===== src/pccs_pkg.sv =====
// package for the cable clock and status block: rate selections, divider counts, status types
// assumes a 48 MHz reference as the rate source; control logic itself runs on core_clk
package pccs_pkg;

  // selection codes as seen by the host, 1..6
  localparam logic [2:0] SEL_24M       = 3'h1;
  localparam logic [2:0] SEL_12M       = 3'h2;
  localparam logic [2:0] SEL_6M        = 3'h3;
  localparam logic [2:0] SEL_3M        = 3'h4;
  localparam logic [2:0] SEL_1M5       = 3'h5;
  localparam logic [2:0] SEL_750K      = 3'h6;
  localparam logic [2:0] SEL_DEFAULT   = SEL_6M;

  // reference tick rate in kHz and half-period counts of each selection in reference ticks
  localparam int         REF_KHZ       = 48000;
  localparam int         RATE_24M_KHZ  = 24000;
  localparam logic [7:0] HALF_24M      = 8'(REF_KHZ / (2 * RATE_24M_KHZ));
  localparam logic [7:0] HALF_12M      = 8'h02;
  localparam logic [7:0] HALF_6M       = 8'h04;
  localparam logic [7:0] HALF_3M       = 8'h08;
  localparam logic [7:0] HALF_1M5      = 8'h10;
  localparam logic [7:0] HALF_750K     = 8'h20;

  typedef enum logic [1:0] {
    PCCS_LED_OFF,
    PCCS_LED_AMBER,
    PCCS_LED_GREEN
  } pccs_led_t;

  typedef enum logic [1:0] {
    PCCS_MODE_SCAN,
    PCCS_MODE_SERIAL,
    PCCS_MODE_SPI
  } pccs_mode_t;

  // target-facing pin group: value and output enable
  typedef struct packed {
    logic clk_o;
    logic clk_oe;
    logic mode_o;
    logic mode_oe;
    logic data_o;
    logic data_oe;
  } pccs_pins_t;

  // target presence inputs after synchronisation
  typedef struct packed {
    logic attached;
    logic powered;
    logic vref_ok;
  } pccs_sense_t;

endpackage : pccs_pkg


===== src/pccs_sync3.sv =====
// three-flop synchroniser bank with agreement filter for pin inputs
// assumes inputs are asynchronous to clk
`timescale 1ns/10ps
module pccs_sync3 #(
  parameter int W = 3
) (
  input  wire logic         clk,
  input  wire logic         rst,
  input  wire logic [W-1:0] d,
  output logic      [W-1:0] q
);

  logic [W-1:0] s1_reg;
  logic [W-1:0] s2_reg;
  logic [W-1:0] s3_reg;
  logic [W-1:0] q_reg;
  logic [W-1:0] q_next;

  genvar i;
  generate
    for (i = 0; i < W; i++) begin : g_bit
      // a change is accepted once the second and third stages agree
      always_comb begin
        q_next[i] = (s2_reg[i] == s3_reg[i]) ? s3_reg[i] : q_reg[i];
      end
    end
  endgenerate

  always_ff @(posedge clk or posedge rst) begin
    if (rst) begin
      s1_reg <= '0;
      s2_reg <= '0;
      s3_reg <= '0;
      q_reg  <= '0;
    end else begin
      s1_reg <= d;
      s2_reg <= s1_reg;
      s3_reg <= s2_reg;
      q_reg  <= q_next;
    end
  end

  assign q = q_reg;

endmodule : pccs_sync3


===== src/pccs_top.sv =====
// target-side clock generator, status indicator and suspend driver release
// assumes ref_tick is a one-cycle 48 MHz-rate enable pulse from the usb controller domain logic
// Notes on behaviour
// - six rate selections 1..6 give 24, 12, 6, 3, 1.5 MHz and 750 kHz.
// - after connection the clock runs at selection 3, 6 MHz, until another is asked for.
// - the indicator is amber when no target, no target power, or reference below 1.5 V.
// - the indicator is green only with target attached, powered and reference at or above 1.5 V.
// - the indicator is dark while suspended or disconnected and stays so until resume or reconnection.
// - while suspended the clock, mode-select and data drivers are released.
// - the link runs full speed on a 1.1 host port and high speed on a 2.0 host port.
// - data and mode-select change on falling target clock edges so targets sample on rising.
`timescale 1ns/10ps
module pccs_top (
  input  wire logic                 core_clk,
  input  wire logic                 sys_rst,
  input  wire logic                 ref_tick,
  input  wire logic                 usb_connected,
  input  wire logic                 usb_suspended,
  input  wire logic                 host_is_usb2,
  input  wire logic                 rate_wr,
  input  wire logic [2:0]           rate_sel,
  input  wire pccs_pkg::pccs_mode_t host_mode,
  input  wire logic                 shift_valid,
  input  wire logic                 shift_mode,
  input  wire logic                 shift_data,
  output logic                      shift_ready,
  input  wire logic                 target_attached_pin,
  input  wire logic                 target_powered_pin,
  input  wire logic                 vref_ok_pin,
  output pccs_pkg::pccs_pins_t      target_pins,
  output pccs_pkg::pccs_led_t       status_led,
  output logic                      link_high_speed,
  output logic [2:0]                active_rate
);

  logic [2:0]           sense_sync;
  pccs_pkg::pccs_sense_t sense;

  pccs_sync3 #(.W(3)) u_sync (
    .clk (core_clk),
    .rst (sys_rst),
    .d   ({target_attached_pin, target_powered_pin, vref_ok_pin}),
    .q   (sense_sync)
  );
  assign sense = pccs_pkg::pccs_sense_t'(sense_sync);

  // rate selection state
  logic [2:0] sel_reg;
  logic [2:0] sel_next;
  logic       conn_d_reg;
  logic       conn_d_next;
  logic       active;
  logic       connect_edge;
  logic       rate_ok;
  logic       target_ok;

  assign active       = usb_connected && !usb_suspended;
  // first cycle of a fresh connection: the rate falls back to the default
  assign connect_edge = usb_connected && !conn_d_reg;
  // codes 0 and 7 are not selections and are dropped
  assign rate_ok      = (rate_sel >= pccs_pkg::SEL_24M) && (rate_sel <= pccs_pkg::SEL_750K);
  assign target_ok    = sense.attached && sense.powered && sense.vref_ok;

  always_comb begin
    sel_next    = sel_reg;
    conn_d_next = usb_connected;
    if (connect_edge) begin
      sel_next = pccs_pkg::SEL_DEFAULT;
    end else if (rate_wr && rate_ok) begin
      sel_next = rate_sel;
    end
  end

  // divider: half period of the selected rate in reference ticks
  function automatic logic [7:0] half_of(input logic [2:0] s);
    logic [7:0] h;
    h = pccs_pkg::HALF_6M;
    case (s)
      pccs_pkg::SEL_24M:  h = pccs_pkg::HALF_24M;
      pccs_pkg::SEL_12M:  h = pccs_pkg::HALF_12M;
      pccs_pkg::SEL_6M:   h = pccs_pkg::HALF_6M;
      pccs_pkg::SEL_3M:   h = pccs_pkg::HALF_3M;
      pccs_pkg::SEL_1M5:  h = pccs_pkg::HALF_1M5;
      pccs_pkg::SEL_750K: h = pccs_pkg::HALF_750K;
      default:            h = pccs_pkg::HALF_6M;
    endcase
    return h;
  endfunction : half_of

  logic [7:0] cnt_reg;
  logic [7:0] cnt_next;
  logic [7:0] half_reg;
  logic [7:0] half_next;
  logic       sclk_reg;
  logic       sclk_next;
  logic       mode_reg;
  logic       mode_next;
  logic       data_reg;
  logic       data_next;
  logic       fall;

  always_comb begin
    cnt_next  = cnt_reg;
    half_next = half_reg;
    sclk_next = sclk_reg;
    mode_next = mode_reg;
    data_next = data_reg;
    fall      = 1'b0;
    // idle, or the cycle a connection appears: clock parked low, divider loaded with the rate about to stand
    if (!active || connect_edge) begin
      cnt_next  = 8'h00;
      sclk_next = 1'b0;
      half_next = half_of(sel_next);
    end else if (ref_tick) begin
      if (cnt_reg + 8'h01 >= half_reg) begin
        cnt_next  = 8'h00;
        sclk_next = !sclk_reg;
        if (sclk_reg) begin
          fall = 1'b1;
          // new rate only taken at a falling edge, so no short pulse appears
          half_next = half_of(sel_reg);
        end
      end else begin
        cnt_next = cnt_reg + 8'h01;
      end
    end
    if (fall && shift_valid) begin
      mode_next = shift_mode;
      data_next = shift_data;
    end
  end

  // ready is the falling-edge cycle itself, so a held request is taken at once
  assign shift_ready = fall;

  always_ff @(posedge core_clk or posedge sys_rst) begin
    if (sys_rst) begin
      sel_reg    <= pccs_pkg::SEL_DEFAULT;
      conn_d_reg <= 1'b0;
      cnt_reg    <= 8'h00;
      half_reg   <= pccs_pkg::HALF_6M;
      sclk_reg   <= 1'b0;
      mode_reg   <= 1'b0;
      data_reg   <= 1'b0;
    end else begin
      sel_reg    <= sel_next;
      conn_d_reg <= conn_d_next;
      cnt_reg    <= cnt_next;
      half_reg   <= half_next;
      sclk_reg   <= sclk_next;
      mode_reg   <= mode_next;
      data_reg   <= data_next;
    end
  end

  // indicator and driver enables
  pccs_pkg::pccs_led_t led_reg;
  pccs_pkg::pccs_led_t led_next;
  logic                oe_reg;
  logic                oe_next;
  logic                hs_reg;
  logic                hs_next;

  always_comb begin
    oe_next = active;
    hs_next = usb_connected ? host_is_usb2 : 1'b0;
    if (!active) begin
      led_next = pccs_pkg::PCCS_LED_OFF;
    end else if (target_ok) begin
      led_next = pccs_pkg::PCCS_LED_GREEN;
    end else begin
      led_next = pccs_pkg::PCCS_LED_AMBER;
    end
  end

  always_ff @(posedge core_clk or posedge sys_rst) begin
    if (sys_rst) begin
      led_reg <= pccs_pkg::PCCS_LED_OFF;
      oe_reg  <= 1'b0;
      hs_reg  <= 1'b0;
    end else begin
      led_reg <= led_next;
      oe_reg  <= oe_next;
      hs_reg  <= hs_next;
    end
  end

  // pin group registered as a whole; values forced low while released so nothing leaks through
  pccs_pkg::pccs_pins_t pins_reg;
  pccs_pkg::pccs_pins_t pins_next;

  always_comb begin
    pins_next.clk_o   = sclk_next & oe_next;
    pins_next.clk_oe  = oe_next;
    pins_next.mode_o  = mode_next & oe_next;
    pins_next.mode_oe = oe_next;
    pins_next.data_o  = data_next & oe_next;
    pins_next.data_oe = oe_next;
  end

  always_ff @(posedge core_clk or posedge sys_rst) begin
    if (sys_rst) begin
      pins_reg <= '0;
    end else begin
      pins_reg <= pins_next;
    end
  end

  assign target_pins         = pins_reg;
  assign status_led          = led_reg;
  assign link_high_speed     = hs_reg;
  assign active_rate         = sel_reg;

  // host_mode is informational here: any selection is allowed in every mode
  logic unused_mode;
  assign unused_mode = ^host_mode;

endmodule : pccs_top


===== config.mk =====
export PLATFORM = sky130hd
export DESIGN_NAME = pccs_top
export DESIGN_NICKNAME = d
export VERILOG_FILES = /design/src/pccs_pkg.sv /design/src/pccs_sync3.sv /design/src/pccs_top.sv
export SDC_FILE = /design/constraint.sdc
export NUM_CORES = 1
export LEC_CHECK = 0
export BUFFER_PORTS_ARGS = -buffer_cell sky130_fd_sc_hd__clkbuf_2
export CORE_ASPECT_RATIO = 0.7
export CORE_UTILIZATION = 50
export CTS_CLUSTER_DIAMETER = 100
export DETAILED_ROUTE_END_ITERATION = 7
export GPL_TIMING_DRIVEN = 1
export PLACE_DENSITY = 0.76
export SLEW_MARGIN = 5
export SYNTH_ARGS = -nofsm -noshare
export SYNTH_HDL_FRONTEND = slang
export SYNTH_HIERARCHICAL = 1
export SYNTH_SLANG_ARGS = --single-unit

===== constraint.sdc =====
create_clock -name core_clk -period 6.98 [get_ports core_clk]
set_input_delay 0 -clock core_clk [delete_from_list [all_inputs] [get_ports core_clk]]
set_output_delay 0 -clock core_clk [all_outputs]
set_load 0.03 [all_outputs]

; After elaboration in Yosys (flattened, before gate mapping)
; Index checks and enable logic that the tools add are counted.
[classes]
add_sub_neg = 1
n_lt_le_gt_ge = 3
eq_ne = 13
muxes = 23
bitwise_logic = 3
reduce_logical = 16
[op_table]
columns = operator, n
row1 = case mux 6 bit (5 select lines), 2
row2 = 2-to-1 mux 8 bit, 7
row3 = == test 3 bit (second input constant), 6
row4 = 2-to-1 mux 1 bit, 10
row5 = adder 8 x 1 -> 8 bit (second input constant), 1
row6 = greater-or-equal comparator 8 bit, 1
row7 = logical AND 1 bit, 7
row8 = == test 3 x 1 -> 1 bit (second input constant), 2
row9 = == test 3 x 2 -> 1 bit (second input constant), 2
row10 = 2-to-1 mux 3 bit, 2
row11 = nonzero test 2 bit, 3
row12 = zero test 1 bit, 4
row13 = 2-to-1 mux 2 bit, 2
row14 = AND 1 bit, 3
row15 = == test 1 bit, 3
row16 = greater-or-equal comparator 3 x 1 -> 1 bit (second input constant), 1
row17 = <= comparator 3 bit (second input constant), 1
row18 = AND reduction 3 bit, 1
row19 = logical OR 1 bit, 1
[totals]
register_bits = 42
input_bits = 18
output_inout_bits = 13

; Logic depth before layout (Yosys ltp)
; Gate-level depths: netlist (run 1).
[logic_depth]
word_depth = 8
ltp_mapped = 14

; Modules after synthesis
; The synthesis (run 1) kept the hierarchy.
[modules_own_cells]
columns = module, n_inst, cells_each, area_per_inst_um2, seq_area_each_um2
row1 = pccs_top, 1, 174, 1662.8, 704.4
row2 = pccs_sync3, 1, 16, 337.8, 300.3

; Worst setup path after synthesis (run 1)
; Ideal clock, no wire load.
[synth_timing]
kind = reg-to-reg
start = reg cnt_reg[0]
end = reg pins_reg (netlist bit target_pins[1])
t_arrival_ps = 2726
t_required_ps = 6861
setup_slack_ps = 4135
stages_incl_launch_ff = 13
n_path_buf = 1
synth_period_minus_slack_ps = 2845
path_cell_list = dfrtp_1 -> ha_1 -> nand3_2 -> or4_1 -> o311ai_1 -> o211a_1 -> buf_6 -> inv_1 -> ha_1 -> and3_1 -> nand2_1 -> mux2_2 -> and2_1
[synth_lines]
columns = element, line_no
row1 = "start, declared", pccs_top.sv:90  ; logic [7:0] cnt_reg;
row2 = "start signal, assigned", pccs_top.sv:148  ; cnt_reg <= cnt_next;
row3 = "end signal, assigned", pccs_top.sv:205  ; pins_reg <= pins_next;
row4 = "end, declared", pccs_top.sv:189  ; pccs_pkg::pccs_pins_t pins_reg;

==> impl_metrics.py, run 1 <==
metrics = {
    "critical_path": {
        "critPathRequiredTime_ns": 7.18,
        "cp.arrival_ns": 3.31,
        "cp-end-kind": "flop",
        "reg2reg_to": "target_pins[1]",
        "worstSetupStartpointType": "flop",
        "regToRegSetupSlack_ns": 3.86,
        "reg2reg_depth": 11,
        "timing.rr.start": "cnt_reg[0]",
        "crit_fanout": 10,
        "worstSetupPathType": "reg -> reg",
    },
    "drt": {
        "vias": 1496,
        "wl_per_cell_um": 14.1,
        "drt-initial-drc-count": 77,
        "final_antenna_net_count": 0,
        "first_pass_iters": 4,
        "routed_wl_um": 3880,
        "routed_via_density": 5.42,
        "drc": 0,
    },
    "outcome": {
        "outcome": "finished, final reports clean",
    },
    "yosys": {
        "syn-num-nets": 216,
        "synthCells": 190,
        "yosysWarningCount": 6,
        "yosysTopAreaCellShare_pct": 46.3,
        "synth_cell_types": 44,
        "avgSynthCellArea_um2": 10.5,
        "syn-cell-area_um2": 2000,
        "synth_top_area_cell": "dfrtp_1",
        "synthTopCellsByArea": "dfrtp_1, ha_1, dfstp_2",
        "synth-seq-area-share_pct": 50.2,
        "ys_ff_latch": 40,
    },
    "clock_network": {
        "cts_root_buf": "clkbuf_8",
        "clk_pin_slew_worst_paths_ns": 0.08,
        "clockBufferDepth": 2,
        "h-tree-depth": 2,
        "cts_made_buffers": 5,
        "cts.sinks": 40,
        "cts_tree": "built",
        "clkLatencyLatePin_ns": 0.30,
        "post_cts_buffers": 0,
    },
    "die": {
        "coreArea_um2": 3670,
        "initial_core_util_pct": 54.5,
        "pin_count": 31,
        "die_x_um": 77.6,
        "dieArea_um2": 4260,
        "die_height_um": 54.9,
        "row_count": 18,
    },
    "grt": {
        "grt_usage_pct": 21.7,
        "antenna_found_initial": 0,
        "grt_max_degree": 29,
        "grt-ovfl-total": 0,
        "grt_pass1_wl_um": 6590,
        "grt_pass1_vias": 1365,
    },
    "sta": {
        "setup_tns_ns": 0,
        "slew_headroom_pct": 32.5,
        "period_share_pct": 44.6,
        "rsz0062_at_grt": "no",
        "finalHoldViolCount": 0,
        "finalSetupViolations": 0,
        "finalCriticalPeriod_ns": 3.12,
        "worst_pin_slew_ns": 1.01,
        "max_freq_mhz": 321,
        "drv_slew": 0,
        "skew_ns": 0.00478,
    },
    "min_path": {
        "worstHoldPathType": "in -> reg",
        "holdPathEnd": "data_reg",
        "hold_start": "shift_valid",
        "holdPathStages": 3,
    },
    "layout": {
        "fin_area_um2": 2340,
        "drive_gt1_share_pct": 22.1,
        "final_nets": 251,
        "antenna_cells": 0,
        "layout_common_cells": "dfrtp_1, clkbuf_2, nand2_1",
        "final_common_cell": "dfrtp_1",
        "syn2layout_area_growth_pct": 16.9,
        "largest_reg_flops": 8,
    },
    "placement": {
        "hpwl_um": 2770,
        "place_congestion": 0.812,
        "placed_cell_area_um2": 2150,
        "port_buffers": 28,
    },
    "power_and_ir_drop": {
        "cellLeakagePower_nw": 1.09,
        "power_uw": 501,
        "p_per_area_nw_per_um2": 214,
        "irDropWorstVdd_uv": 110,
    },
    "run": {
        "cap_viol_max_count": 0,
    },
}
==> layer usage <==
| metal | share of wire, % | vias up | GRT usage [%] | wire (um) |
|---|---|---|---|---|
| met5 | 0 | - | 0 | 0 |
| met2 | 42 | 51 | 33.0 | 1610 |
| met3 | 5.6 | 6 | 5.08 | 218 |
| li1 | - | 736 | - | - |
| met1 | 51 | 703 | 28.9 | 1970 |
| met4 | 1.9 | 0 | 13.2 | 75 |
==> cells by family (layout without fill, tap and decap cells) <==
logic type / after synthesis / in the layout / synth area share, %
mux: 9 / 9 / 5.38
buf+inv: 20 / 56 / 4.69
xor+xnor: 4 / 4 / 1.75
simple gates: 66 / 66 / 17.9
flops: 40 / 40 / 50.2
compound gates: 40 / 40 / 13.3
fa+ha+maj: 11 / 11 / 6.69
==> cell usage after synthesis <==
cell type,n
o21ai_4,1
nand2b_1,10
a31oi_1,2
or2b_1,1
nor2_1,8
o211ai_1,1
nand3_2,1
a21oi_1,12
nand3_1,5
a32oi_1,2
or3_2,1
o211a_1,1
o21ai_0,9
nand3b_1,2
xnor2_1,3
or4_1,1
o311ai_1,1
maj3_2,3
dfstp_2,3
o22ai_1,3
nand4b_1,1
buf_6,1
and2_1,6
mux2_4,3
buf_4,2
mux2_2,2
a22o_1,2
a211o_1,2
nand4_1,2
and3_1,2
nor2b_1,3
clkbuf_4,1
a32o_1,1
clkbuf_1,5
mux2i_1,4
ha_1,8
inv_1,11
o32ai_1,2
dfrtp_1,37
nor3_1,2
xor2_1,1
nand2_1,17
a21boi_0,1
nor3b_1,4
==> timing repair <==
action	in CTS	in global routing
hold buffers	9	0
gates resized for setup	0	0
hold endpoints to repair	46	0
==> worst max-delay path, cell delays in order, from the launching register on <==
cell and delay (ns):
dfrtp_1 0.43, ha_1 0.29, nand3_2 0.16, or4_1 0.54
o311ai_1 0.10, o211a_1 0.44, inv_1 0.09, ha_1 0.19
and3_1 0.17, nand2_1 0.11, mux2_2 0.35, and2_1 0.16
==> how the worst max path moves through the flow <==
stage / start / endpoint / depth (start not counted)
6_report: cnt_reg[0] / target_pins[1] / 11
3_3_place_gp: cnt_reg[0] / target_pins[3] / 11
3_5_place_dp: cnt_reg[0] / target_pins[1] / 11
2_1_floorplan: cnt_reg[0] / target_pins[1] / 12
5_1_grt: cnt_reg[0] / target_pins[1] / 11
4_1_cts: cnt_reg[0] / target_pins[1] / 11
==> stage by stage <==
step	util (%)	hold slack (ns)	instances	setup slack, ns
5_1_grt	63.7	0.0869	276	3.62
2_1_floorplan	-	-0.135	190	4.14
3_5_place_dp	58.6	0.0158	259	3.88
3_3_place_gp	58.6	0.00861	259	3.98
6_report	63.7	0.0602	276	3.86
4_1_cts	63.7	0.0621	276	3.85
==> report_power, final <==
| group | internal (mW) | leakage (nW) | switching (mW) |
|---|---|---|---|
| clock network | 0.0799 | 0.0434 | 0.0836 |
| logic | 0.0318 | 0.539 | 0.0491 |
| registers | 0.246 | 0.512 | 0.0108 |
==> final cells by class <==
class                      instances  area, um^2
timing repair buffer              37         230
fill                             309        1330
inverter                          11        41.3
tap                               50        62.6
multi-input combinational        130         902
clock inverter                     2        15.0
clock buffer                       6        82.6
sequential                        40        1000
(Power assumes the default switching activity.)
==> inputs of run 2 (changes only) <==
- PLACE_DENSITY: 0.76 -> 0.78
- clock period: 6.98 -> 2.5 ns (I/O delays scaled with it)
==> impl_metrics.py, run 2 (synthesis gave the netlist of run 1 again) <==
metrics = {
    "outcome": {
        "outcome": "finished with violations",
        "failed_checks": "setup timing",
    },
    "sta": {
        "postLayoutSetupSlackWorst_ns": -0.00371,
        "finalCriticalPeriod_ns": 2.50,
        "drv_slew": 0,
        "whs_ns": 0.0617,
        "setup_tns_ns": -0.00473,
        "finalSetupViolations": 2,
        "slew_headroom_pct": 67.4,
        "worst_pin_slew_ns": 0.488,
        "max_freq_mhz": 399,
        "period_share_pct": 100,
        "finalHoldViolCount": 0,
        "skew_ns": 0.00436,
        "rsz0062_at_grt": "yes",
    },
    "placement": {
        "port_buffers": 28,
        "place_ws_ns": -0.0263,
        "placedCellCount": 266,
        "hpwl_um": 2790,
        "place_congestion": 0.807,
    },
    "drt": {
        "first_pass_iters": 4,
        "vias": 1523,
        "final_antenna_net_count": 0,
        "routed_via_density": 5.34,
        "wl_per_cell_um": 14.2,
        "drc": 0,
        "routed_wl_um": 4040,
        "drt-initial-drc-count": 118,
    },
    "critical_path": {
        "crit_fanout": 3,
        "cp-end-kind": "flop",
        "timing.rr.start": "cnt_reg[1]",
        "worstSetupStartpointType": "flop",
        "critPathRequiredTime_ns": 2.70,
        "worstSetupPathType": "reg -> reg",
        "cp.arrival_ns": 2.70,
        "startpoint": "cnt_reg[1]",
    },
    "min_path": {
        "worstHoldPathType": "in -> reg",
        "hold_start": "shift_valid",
    },
    "power_and_ir_drop": {
        "p_per_area_nw_per_um2": 601,
        "power_mw": 1.49,
        "irDropWorstVdd_uv": 343,
        "cellLeakagePower_nw": 1.17,
    },
    "die": {
        "dieArea_um2": 4260,
        "die_height_um": 54.9,
        "coreArea_um2": 3670,
        "initial_core_util_pct": 54.5,
        "pin_count": 31,
        "die_x_um": 77.6,
        "row_count": 18,
    },
    "grt": {
        "grt-ovfl-total": 0,
        "grt_pass1_wl_um": 6820,
        "grt_pass1_vias": 1357,
        "antenna_found_initial": 0,
        "grt_max_degree": 29,
        "grt_usage_pct": 22.2,
    },
    "layout": {
        "final_common_cell": "dfrtp_1",
        "drive_gt1_share_pct": 28.1,
        "syn2layout_area_growth_pct": 24.1,
        "instances_no_fill": 285,
        "final_nets": 260,
        "antenna_cells": 0,
        "layout_common_cells": "dfrtp_1, clkbuf_2, nand2_1",
        "largest_reg_flops": 8,
    },
    "clock_network": {
        "cts_tree": "built",
        "clkLatencyLatePin_ns": 0.30,
        "cts_root_buf": "clkbuf_8",
        "cts.sinks": 40,
        "cts_made_buffers": 5,
        "h-tree-depth": 2,
        "clk_pin_slew_worst_paths_ns": 0.08,
        "clockBufferDepth": 2,
    },
    "run": {
        "cap_viol_max_count": 0,
    },
}
-- run 2: cell count changes in the layout (fill, tap and decap cells not counted), moves of 2 or more --
cell    delta
buf_4      +9
ha_1       -2
ha_4       +2
mux2_2     -2
mux2_4     +2
-- run 2: layout make-up --
class / count / area, um^2
multi-input combinational: 130 / 965
sequential: 40 / 1000
timing repair buffer: 46 / 298
clock buffer: 5 / 68.8
clock inverter: 3 / 42.5
fill: 259 / 1190
tap: 50 / 62.6
inverter: 11 / 41.3
-- run 2: timing repair --
| action | CTS | global route |
|---|---|---|
| hold buffers | 9 | 0 |
| pin swaps | 2 | 1 |
| setup endpoints to repair | 2 | 6 |
| gates resized for setup | 0 | 2 |
| hold endpoints to repair | 46 | 0 |
| buffers inserted | 2 | 0 |
-- run 2: final timing paths --
check | end | slack (ns) | cells past startpoint
max | target_pins[1] | -0.004 | 12
min | mode_reg | 0.06 | 3
max reg2reg | target_pins[1] | -0.004 | 12
min reg2reg | u_sync/s2_reg[2] | 0.35 | 0
max in group asynchronous | half_reg[2] | 1.88 | 4
min in group asynchronous | u_sync/s1_reg[1] | 0.27 | 3
-- run 2: power breakdown --
group / internal [mW] / switching (mW) / total (mW)
clock network: 0.295 / 0.234 / 0.529
registers: 0.687 / 0.0296 / 0.716
logic: 0.100 / 0.146 / 0.246
-- run 2: layer usage --
metal | part of all wire, % | wire length [um] | vias up | global-route usage [%]
met2 | 43 | 1730 | 51 | 33.0
met4 | 1.2 | 49 | 0 | 7.86
li1 | - | - | 754 | -
met5 | 0 | 0 | - | 0
met1 | 50 | 2020 | 714 | 31.0
met3 | 6.0 | 242 | 4 | 7.05
-- run 2: stage by stage --
| stage | instance area [um^2] | util, % |
|---|---|---|
| finish | 2480 | 67.6 |
| global route | 2480 | 67.6 |
| CTS | 2470 | 67.4 |
| detailed placement | 2260 | 61.5 |
| global placement | 2260 | 61.5 |
| floorplan | 2060 | - |
-- run 2: critical path: stages, from the launching register on --
cell	delay (ns)
dfrtp_1	0.42
and2_4	0.18
nand4_1	0.11
xnor2_1	0.20
ha_1	0.27
a21oi_1	0.15
o211a_1	0.20
inv_2	0.05
ha_4	0.14
and3_4	0.17
nand2_4	0.07
mux2_4	0.30
and2_1	0.15
